## config.mk

```make
export PLATFORM = sky130hd
export DESIGN_NAME = gpio_port
export DESIGN_NICKNAME = d
export VERILOG_FILES = /design/src/gpio_port_pkg.sv /design/src/gpio_port.sv
export SDC_FILE = /design/constraint.sdc
export NUM_CORES = 1
export LEC_CHECK = 0
export CORE_MARGIN = 5
export CORE_UTILIZATION = 45
export CTS_CLUSTER_SIZE = 14
export DETAILED_ROUTE_END_ITERATION = 12
export DONT_BUFFER_PORTS = 1
export PLACE_DENSITY = 0.7
export SLEW_MARGIN = 15
export SYNTH_ARGS = -nofsm -noshare
export SYNTH_HDL_FRONTEND = slang
export SYNTH_SLANG_ARGS = --single-unit
```

## constraint.sdc

```tcl
create_clock -name mclk -period 5.42 [get_ports mclk]
set_input_delay 0.542 -clock mclk [delete_from_list [all_inputs] [get_ports mclk]]
set_output_delay 0.542 -clock mclk [all_outputs]
set_load 0.05 [all_outputs]
```

## src/gpio_port_pkg.sv

```systemverilog
// gpio port package: register offsets, widths, reset values, bus carrier types
// assumes a 32-bit apb slave with word-aligned byte offsets
package gpio_port_pkg;

  localparam int unsigned          PIN_COUNT      = 12;
  localparam int unsigned          ADDR_WIDTH     = 12;
  localparam int unsigned          DATA_WIDTH     = 32;

  // register byte offsets
  localparam logic [11:0]          OFS_DATA       = 12'h000;
  localparam logic [11:0]          OFS_DIRECTION  = 12'h004;
  localparam logic [11:0]          OFS_SENSE      = 12'h00c;
  localparam logic [11:0]          OFS_DUAL_EDGE  = 12'h010;
  localparam logic [11:0]          OFS_POLARITY   = 12'h014;
  localparam logic [11:0]          OFS_IRQ_EN     = 12'h018;
  localparam logic [11:0]          OFS_RAW_FLAGS  = 12'h01c;
  localparam logic [11:0]          OFS_FLAG_CLEAR = 12'h020;
  localparam logic [11:0]          OFS_BIT_SET    = 12'h024;
  localparam logic [11:0]          OFS_BIT_CLEAR  = 12'h028;
  localparam logic [11:0]          OFS_OPEN_DRAIN = 12'h02c;
  localparam logic [11:0]          OFS_IRQ_STATUS = 12'h030;
  localparam logic [11:0]          OFS_IRQ_MASK   = 12'h034;

  // reset values and implemented open-drain bits per port
  localparam logic [11:0]          PIN_RESET      = 12'h000;
  localparam logic [11:0]          OD_MASK_PORT0  = 12'h03f;
  localparam logic [11:0]          OD_MASK_PORT1  = 12'h0c0;
  localparam logic [11:0]          OD_MASK_NONE   = 12'h000;

  // sticky event bits of the status register
  localparam int unsigned          EV_PIN_IRQ     = 0;
  localparam int unsigned          EV_BAD_ADDR    = 1;
  localparam int unsigned          EV_COUNT       = 2;
  localparam logic [EV_COUNT-1:0]  EV_RESET       = 2'h0;

  typedef struct packed {
    logic                  psel;
    logic                  penable;
    logic                  pwrite;
    logic [ADDR_WIDTH-1:0] paddr;
    logic [DATA_WIDTH-1:0] pwdata;
  } apb_req_t;

  typedef struct packed {
    logic                  pready;
    logic                  pslverr;
    logic [DATA_WIDTH-1:0] prdata;
  } apb_rsp_t;

  typedef struct packed {
    logic [PIN_COUNT-1:0] pin_out;
    logic [PIN_COUNT-1:0] pin_oe;
  } pin_drive_t;

endpackage

```

## src/gpio_port.sv

```systemverilog
// gpio port: data, direction, pin interrupts, atomic bit ops, open drain
// assumes apb master on mclk; pins arrive asynchronously and are synchronised here
//
// Contract
// - sense-type bit 0 selects edge detection, 1 selects level detection
// - dual-edge bit 1 triggers on every rising and every falling transition
// - dual-edge bit 0 lets the polarity bit choose direction or level
// - polarity 0: rising edge in edge mode, high level in level mode
// - polarity 1: falling edge in edge mode, low level in level mode
// - enable bit 1 lets a pin interrupt, 0 stops it
// - raw flag is read-only, set when trigger condition met, resets to zero
// - request forwarded only when raw flag and enable are both set
// - flag-clear write clears flags where written one, others untouched
// - bit-set write sets output bits written one, others untouched
// - bit-clear write clears output bits written one, others untouched
// - port 1: open-drain bits 7 and 6 enable open drain and force output
// - port 0: open-drain bits 5 to 0 enable open drain and force output
// - open-drain pin drives only low and releases for high; pull-up outside
// - data register reads synchronised pins and writes output values
// - direction bit 1 makes the pin an output, 0 an input
//
// Our own choice: the APB register port.
`timescale 1ns/100ps

module gpio_port
  import gpio_port_pkg::*;
#(
  parameter int unsigned PORT_INDEX = 0
)
(
  // clock and reset
  input  wire logic                 mclk,
  input  wire logic                 reset_n,
  // apb slave
  input  wire apb_req_t             apb_req,
  output      apb_rsp_t             apb_rsp,
  // pins
  input  wire logic [PIN_COUNT-1:0] pin_in,
  output      pin_drive_t           pin_drive,
  // interrupts
  output      logic [PIN_COUNT-1:0] pin_irq,
  output      logic                 irq
);

  localparam logic [PIN_COUNT-1:0] OD_MASK =
    (PORT_INDEX == 0) ? OD_MASK_PORT0 : (PORT_INDEX == 1) ? OD_MASK_PORT1 : OD_MASK_NONE;

  function automatic logic [DATA_WIDTH-1:0] zext(input logic [PIN_COUNT-1:0] v);
    zext = {{(DATA_WIDTH-PIN_COUNT){1'b0}}, v};
  endfunction

  function automatic logic hit(input logic [ADDR_WIDTH-1:0] a, input logic [ADDR_WIDTH-1:0] o);
    hit = (a == o);
  endfunction

  logic                 rst_meta_q;
  logic                 rst_sync_q;
  logic                 rst_n;
  logic [PIN_COUNT-1:0] pin_meta_q;
  logic [PIN_COUNT-1:0] pin_sync_q;
  logic [PIN_COUNT-1:0] pin_prev_q;
  logic [PIN_COUNT-1:0] out_data_q;
  logic [PIN_COUNT-1:0] direction_q;
  logic [PIN_COUNT-1:0] sense_type_bits_q;
  logic [PIN_COUNT-1:0] dual_edge_bits_q;
  logic [PIN_COUNT-1:0] polarity_bits_q;
  logic [PIN_COUNT-1:0] pin_irq_enable_bits_q;
  logic [PIN_COUNT-1:0] raw_flag_q;
  logic [PIN_COUNT-1:0] open_drain_q;
  logic [EV_COUNT-1:0]  ev_status_q;
  logic [EV_COUNT-1:0]  ev_mask_q;
  logic [DATA_WIDTH-1:0] prdata_q;

  // reset release through two flops
  always_ff @(posedge mclk or negedge reset_n)
  begin
    if (!reset_n)
    begin
      rst_meta_q <= 1'b0;
      rst_sync_q <= 1'b0;
    end
    else
    begin
      rst_meta_q <= 1'b1;
      rst_sync_q <= rst_meta_q;
    end
  end
  assign rst_n = rst_sync_q;

  // bus decode
  wire                  access_phase = apb_req.psel & apb_req.penable;
  wire                  wr_en        = access_phase & apb_req.pwrite;
  wire                  rd_en        = access_phase & ~apb_req.pwrite;
  wire [ADDR_WIDTH-1:0] addr         = apb_req.paddr;
  wire [PIN_COUNT-1:0]  wdata        = apb_req.pwdata[PIN_COUNT-1:0];
  wire wr_data       = wr_en & hit(addr, OFS_DATA);
  wire wr_direction  = wr_en & hit(addr, OFS_DIRECTION);
  wire wr_sense      = wr_en & hit(addr, OFS_SENSE);
  wire wr_dual_edge  = wr_en & hit(addr, OFS_DUAL_EDGE);
  wire wr_polarity   = wr_en & hit(addr, OFS_POLARITY);
  wire wr_irq_en     = wr_en & hit(addr, OFS_IRQ_EN);
  wire wr_flag_clear = wr_en & hit(addr, OFS_FLAG_CLEAR);
  wire wr_bit_set    = wr_en & hit(addr, OFS_BIT_SET);
  wire wr_bit_clear  = wr_en & hit(addr, OFS_BIT_CLEAR);
  wire wr_open_drain = wr_en & hit(addr, OFS_OPEN_DRAIN);
  wire wr_irq_mask   = wr_en & hit(addr, OFS_IRQ_MASK);
  wire rd_irq_status = rd_en & hit(addr, OFS_IRQ_STATUS);
  wire addr_known    = hit(addr, OFS_DATA) | hit(addr, OFS_DIRECTION) | hit(addr, OFS_SENSE)
                     | hit(addr, OFS_DUAL_EDGE) | hit(addr, OFS_POLARITY)
                     | hit(addr, OFS_IRQ_EN) | hit(addr, OFS_RAW_FLAGS)
                     | hit(addr, OFS_FLAG_CLEAR) | hit(addr, OFS_BIT_SET)
                     | hit(addr, OFS_BIT_CLEAR) | hit(addr, OFS_OPEN_DRAIN)
                     | hit(addr, OFS_IRQ_STATUS) | hit(addr, OFS_IRQ_MASK);
  wire bad_access    = access_phase & ~addr_known;

  // pin synchroniser and previous sample
  always_ff @(posedge mclk or negedge rst_n)
  begin
    if (!rst_n)
    begin
      pin_meta_q <= PIN_RESET;
      pin_sync_q <= PIN_RESET;
      pin_prev_q <= PIN_RESET;
    end
    else
    begin
      pin_meta_q <= pin_in;
      pin_sync_q <= pin_meta_q;
      pin_prev_q <= pin_sync_q;
    end
  end

  // trigger detection
  wire [PIN_COUNT-1:0] rise_edge  = pin_sync_q & ~pin_prev_q;
  wire [PIN_COUNT-1:0] fall_edge  = ~pin_sync_q & pin_prev_q;
  wire [PIN_COUNT-1:0] edge_dir   = polarity_bits_q & fall_edge
                                  | ~polarity_bits_q & rise_edge;
  wire [PIN_COUNT-1:0] edge_hit   = dual_edge_bits_q & (rise_edge | fall_edge)
                                  | ~dual_edge_bits_q & edge_dir;
  wire [PIN_COUNT-1:0] level_hit  = polarity_bits_q & ~pin_sync_q
                                  | ~polarity_bits_q & pin_sync_q;
  wire [PIN_COUNT-1:0] trig       = (sense_type_bits_q & level_hit
                                  | ~sense_type_bits_q & edge_hit)
                                  & pin_irq_enable_bits_q;
  wire [PIN_COUNT-1:0] flag_clr   = wr_flag_clear ? wdata : PIN_RESET;
  wire [PIN_COUNT-1:0] raw_flag_d = trig | (raw_flag_q & ~flag_clr);

  // output data: plain write, atomic set and clear
  wire [PIN_COUNT-1:0] set_bits   = wr_bit_set ? wdata : PIN_RESET;
  wire [PIN_COUNT-1:0] clr_bits   = wr_bit_clear ? wdata : PIN_RESET;
  wire [PIN_COUNT-1:0] out_data_d = ((wr_data ? wdata : out_data_q) | set_bits) & ~clr_bits;

  // interrupt events: set wins over read-clear
  wire [EV_COUNT-1:0]  ev_set     = {bad_access, |(raw_flag_q & pin_irq_enable_bits_q)};
  wire [EV_COUNT-1:0]  ev_status_d = ev_set | (rd_irq_status ? EV_RESET : ev_status_q);

  always_ff @(posedge mclk or negedge rst_n)
  begin
    if (!rst_n)
    begin
      out_data_q            <= PIN_RESET;
      direction_q           <= PIN_RESET;
      sense_type_bits_q     <= PIN_RESET;
      dual_edge_bits_q      <= PIN_RESET;
      polarity_bits_q       <= PIN_RESET;
      pin_irq_enable_bits_q <= PIN_RESET;
      raw_flag_q            <= PIN_RESET;
      open_drain_q          <= PIN_RESET;
      ev_status_q           <= EV_RESET;
      ev_mask_q             <= EV_RESET;
    end
    else
    begin
      out_data_q            <= out_data_d;
      direction_q           <= wr_direction ? wdata : direction_q;
      sense_type_bits_q     <= wr_sense ? wdata : sense_type_bits_q;
      dual_edge_bits_q      <= wr_dual_edge ? wdata : dual_edge_bits_q;
      polarity_bits_q       <= wr_polarity ? wdata : polarity_bits_q;
      pin_irq_enable_bits_q <= wr_irq_en ? wdata : pin_irq_enable_bits_q;
      raw_flag_q            <= raw_flag_d;
      open_drain_q          <= wr_open_drain ? (wdata & OD_MASK) : open_drain_q;
      ev_status_q           <= ev_status_d;
      ev_mask_q             <= wr_irq_mask ? apb_req.pwdata[EV_COUNT-1:0] : ev_mask_q;
    end
  end

  // read mux; unmapped reads give zero
  logic [DATA_WIDTH-1:0] rd_mux;
  always_comb
  begin
    rd_mux = '0;
    case (addr)
      OFS_DATA:       rd_mux = zext(pin_sync_q);
      OFS_DIRECTION:  rd_mux = zext(direction_q);
      OFS_SENSE:      rd_mux = zext(sense_type_bits_q);
      OFS_DUAL_EDGE:  rd_mux = zext(dual_edge_bits_q);
      OFS_POLARITY:   rd_mux = zext(polarity_bits_q);
      OFS_IRQ_EN:     rd_mux = zext(pin_irq_enable_bits_q);
      OFS_RAW_FLAGS:  rd_mux = zext(raw_flag_q);
      OFS_OPEN_DRAIN: rd_mux = zext(open_drain_q);
      OFS_IRQ_STATUS: rd_mux = {{(DATA_WIDTH-EV_COUNT){1'b0}}, ev_status_q};
      OFS_IRQ_MASK:   rd_mux = {{(DATA_WIDTH-EV_COUNT){1'b0}}, ev_mask_q};
      default:        rd_mux = '0;
    endcase
  end

  always_ff @(posedge mclk or negedge rst_n)
  begin
    if (!rst_n)
      prdata_q <= '0;
    else if (apb_req.psel & ~apb_req.penable & ~apb_req.pwrite)
      prdata_q <= rd_mux;
  end

  // zero-wait slave; read data captured in the setup cycle
  assign apb_rsp.pready  = 1'b1;
  assign apb_rsp.pslverr = bad_access;
  assign apb_rsp.prdata  = prdata_q;

  // pin drivers: open-drain pins forced to output, drive low only
  wire [PIN_COUNT-1:0] pin_is_out = direction_q | open_drain_q;
  assign pin_drive.pin_out = out_data_q & ~open_drain_q;
  assign pin_drive.pin_oe  = pin_is_out & ~(open_drain_q & out_data_q);

  assign pin_irq = raw_flag_q & pin_irq_enable_bits_q;
  assign irq     = |(ev_status_q & ev_mask_q);
endmodule

```

==> insert_results.sql <==
INSERT INTO impl_metrics (metric_group, metric, value, unit) VALUES
('status', 'run_status', 'complete, no violations', ''),
('pwr', 'p_comb_share', '4.7', '%'),
('routing', 'vias', '5122', ''),
('cts', 'cts.reportedPaths.clkPinSlew', '0.06', 'ns'),
('logic_synthesis', 'ys_seq_area_share', '48.5', '%'),
('die', 'floorplan.die.height', '139', 'um'),
('sta', 'clock.fmax', '338', 'MHz'),
('routing', 'drcViolationCount', '0', ''),
('placement', 'dp_hpwl', '13900', 'um'),
('global_route', 'grt_pass1_vias', '5158', ''),
('routing', 'initialDrtViolationCount', '487', ''),
('die', 'coreArea', '16400', 'um2'),
('routing', 'antenna_left', '0', ''),
('cells_and_area', 'nNetsFinal', '727', ''),
('worst_setup_path', 'end_kind', 'output pin', ''),
('cts', 'root_buffer', 'sky130_fd_sc_hd__clkbuf_16', ''),
('logic_synthesis', 'yosys.area_share.xor_xnor', '1.53', '%'),
('cts', 'clock-sinks', '144', ''),
('logic_synthesis', 'post_synth_arst_share', '100', '%'),
('sta', 'worst_clock_skew', '0.00620', 'ns'),
('global_route', 'grt_antenna_before_repair', '0', ''),
('logic_synthesis', 'number_of_synthesized_register_bits', '144', ''),
('worst_setup_path', 'cp_cell_sequence', 'nor2b_1, nor2_1, o21ai_0, a21oi_1, nor2_1', ''),
('placement', 'placement.io_buffers', '0', ''),
('pwr', 'power.density', '296', 'nW/um2'),
('logic_synthesis', 'synth_largest_area_cell', 'sky130_fd_sc_hd__dfrtp_1', ''),
('logic_synthesis', 'synthesis.area', '7430', 'um2'),
('die', 'ports', '132', ''),
('cells_and_area', 'layout-drive-gt1-share', '21.3', '%'),
('pwr', 'leakage', '3.71', 'nW'),
('sta', 'hold_viol', '0', ''),
('pwr', 'share_seq_of_total_power', '46.7', '%'),
('worst_setup_path', 'critical_path.most_common_cell', 'sky130_fd_sc_hd__nor2_1', ''),
('logic_synthesis', 'synth_enable_flop_cells', '0', ''),
('logic_synthesis', 'synth.mux.area_fraction', '16.3', '%'),
('sta', 'fin_crit_sh', '54.5', '%'),
('sta', 'max_slew_margin', '12.0', '%'),
('min_path', 'worstHoldPathType', 'input port to register', ''),
('sta', 'finalWorstPathRequiredPeriod', '2.95', 'ns'),
('logic_synthesis', 'synth_area_in_simple_gates', '11.5', '%'),
('logic_synthesis', 'ys_dominant_reg_cell', 'sky130_fd_sc_hd__dfrtp_1', ''),
('die', 'dieArea', '19200', 'um2'),
('routing', 'drt-wirelength-per-cell', '22.4', 'um'),
('die', 'dieWidth', '139', 'um'),
('sta', 'timing_worst_slew_pin_value', '1.30', 'ns'),
('worst_setup_path', 'cpPeakStageDelay', '0.76', 'ns'),
('logic_synthesis', 'synth_top_family_by_area', 'multiplexers', ''),
('placement', 'dp_worst_setup_slack', '2.44', 'ns'),
('pwr', 'switching_share', '23.0', '%'),
('pwr', 'p_sw', '0.000548', 'W'),
('global_route', 'grt_pass1_wl', '30700', 'um'),
('die', 'start_util', '45.3', '%'),
('cts', 'cts-buffers-inserted', '17', ''),
('worst_setup_path', 'critical-path-top-delay-family', 'simple AND/OR/NAND/NOR gates', ''),
('worst_setup_path', 'required_time_at_the_worst_slack_endpoint', '4.88', 'ns'),
('cells_and_area', 'area_growth', '8.25', '%'),
('sta', 'fin_setup_tns', '0', 'ns'),
('sta', 'rsz0062_at_grt', 'no', ''),
('global_route', 'largest_net_degree_at_the_start_of_global_routing', '54', ''),
('global_route', 'overflow', '0', ''),
('global_route', 'grt_use_total', '20.8', '%'),
('cts', 'cts_max_level', '4', ''),
('worst_setup_path', 'worstSetupPathType', 'input port to output pin', ''),
('logic_synthesis', 'synth-warning-count', '0', ''),
('worst_setup_path', 'critical_path_arrival', '2.41', 'ns'),
('routing', 'route.final.wire_length', '19600', 'um'),
('worst_setup_path', 'number_of_buffers_and_inverters_on_the_critical_path', '0', ''),
('routing', 'detail_route.vias_per_cell', '5.86', ''),
('pwr', 'intPower', '0.00183', 'W'),
('worst_setup_path', 'cp-start-kind', 'input port', ''),
('logic_synthesis', 'postSynthAreaPerCell', '11.3', 'um2');
==> cell usage in the layout (no fill, tap or decap), types with 13 or more instances in the layout <==
cell                          n
sky130_fd_sc_hd__inv_1       25
sky130_fd_sc_hd__dfrtp_1    143
sky130_fd_sc_hd__mux2i_1     16
sky130_fd_sc_hd__clkbuf_16   17
sky130_fd_sc_hd__nor2_1      21
sky130_fd_sc_hd__xor2_1      13
sky130_fd_sc_hd__a22o_1      15
sky130_fd_sc_hd__mux2_2      74
sky130_fd_sc_hd__a21oi_1     22
sky130_fd_sc_hd__ha_1        24
sky130_fd_sc_hd__o21ai_0     32
sky130_fd_sc_hd__a22oi_1     24
sky130_fd_sc_hd__and2_1      14
sky130_fd_sc_hd__nand2_1     62
sky130_fd_sc_hd__conb_1      22
==> final timing paths <==
| check | start | endpoint | slack (ns) | depth (start not counted) |
|---|---|---|---|---|
| worst max-delay path | apb_req[37] | apb_rsp[32] | 2.47 | 5 |
| worst min-delay path | pin_in[9] | pin_meta_q[9]$_DFF_PN0_ | 0.14 | 0 |
| worst max register to register | pin_irq_enable_bits_q[4]$_DFFE_PN0P_ | ev_status_q[0]$_DFF_PN0_ | 3.47 | 4 |
| worst min register to register | rst_n$_DFF_PN0_ | pin_prev_q[2]$_DFF_PN0_ | 0.32 | 0 |
| max in group asynchronous | rst_n$_DFF_PN0_ | raw_flag_q[4]$_DFF_PN0_ | 4.02 | 1 |
| min in group asynchronous | rst_n$_DFF_PN0_ | pin_prev_q[2]$_DFF_PN0_ | 0.32 | 0 |
==> sequential cells by signal (all words and copies together), names as in the netlist, 2 cells and up <==
register and cells:
direction_q 12, raw_flag_q 12, prdata_q 12, pin_prev_q 12, ev_status_q 2, sense_type_bits_q 12, dual_edge_bits_q 12, pin_meta_q 12
pin_sync_q 12, ev_mask_q 2, out_data_q 12, open_drain_q 6, pin_irq_enable_bits_q 12, polarity_bits_q 12
==> power by group through the flow <==
stage / Sequential [W] / Combinational [W] / Clock [W]
2_1_floorplan: 0.00113 / 0.000108 / 0
3_3_place_gp: 0.00113 / 0.000109 / 0
3_5_place_dp: 0.00113 / 0.000112 / 0
4_1_cts: 0.00111 / 0.000114 / 0.00117
5_1_grt: 0.00111 / 0.000124 / 0.00122
6_report: 0.00111 / 0.000113 / 0.00115
==> layout make-up <==
cell class	instances	area [um2]
Clock buffer	22	474
Clock inverter	9	109
Fill cell	1449	8360
Inverter	25	93.8
Multi-Input combinational cell	445	3420
Sequential cell	144	3610
Tap cell	220	275
Timing Repair Buffer	9	70.1
==> cell families (layout without fill, tap and decap cells) <==
| group | Yosys count | count (layout) |
|---|---|---|
| xor gates and xnor gates | 13 | 13 |
| and+or+nand+nor | 156 | 156 |
| buffers and inverters | 86 | 65 |
| AOI/OAI and AO/OA | 125 | 125 |
| adders and majority gates | 24 | 24 |
| other | 2 | 22 |
| muxes | 105 | 105 |
| DFF | 144 | 144 |
==> routing by layer <==
layer  part of all wire [%]  up-vias  track usage, %
met2                     47      235            32.7
met4                    3.6        0            9.41
met3                    8.9       51            7.18
met1                     40     2582            26.1
met5                      0        -               0
li1                       -     2254               -
==> worst register-to-register path: stages, from the launching register on <==
cell	delay, ns
sky130_fd_sc_hd__dfrtp_1	0.41
sky130_fd_sc_hd__and2_1	0.38
sky130_fd_sc_hd__or4_1	0.65
sky130_fd_sc_hd__nor4_1	0.25
sky130_fd_sc_hd__nand4_1	0.12
==> timing repair <==
item                                    4_1_cts  5_1_grt
buffers inserted                              0        0
hold endpoints to repair                      2        0
gates resized for setup                       0        0
endpoints found under the setup margin        0        0
hold buffers                                  1        0
==> metrics by stage <==
step / util, % / cells / hold slack [ns] / area (um2)
floorplan: - / 675 / 0.246 / 7510
global placement: 45.4 / 842 / 0.246 / 7450
detailed placement: 45.4 / 842 / 0.246 / 7450
CTS: 49.0 / 874 / 0.125 / 8050
global route: 49.0 / 874 / 0.117 / 8050
finish: 49.0 / 874 / 0.141 / 8050
(Power assumes the default switching activity.)
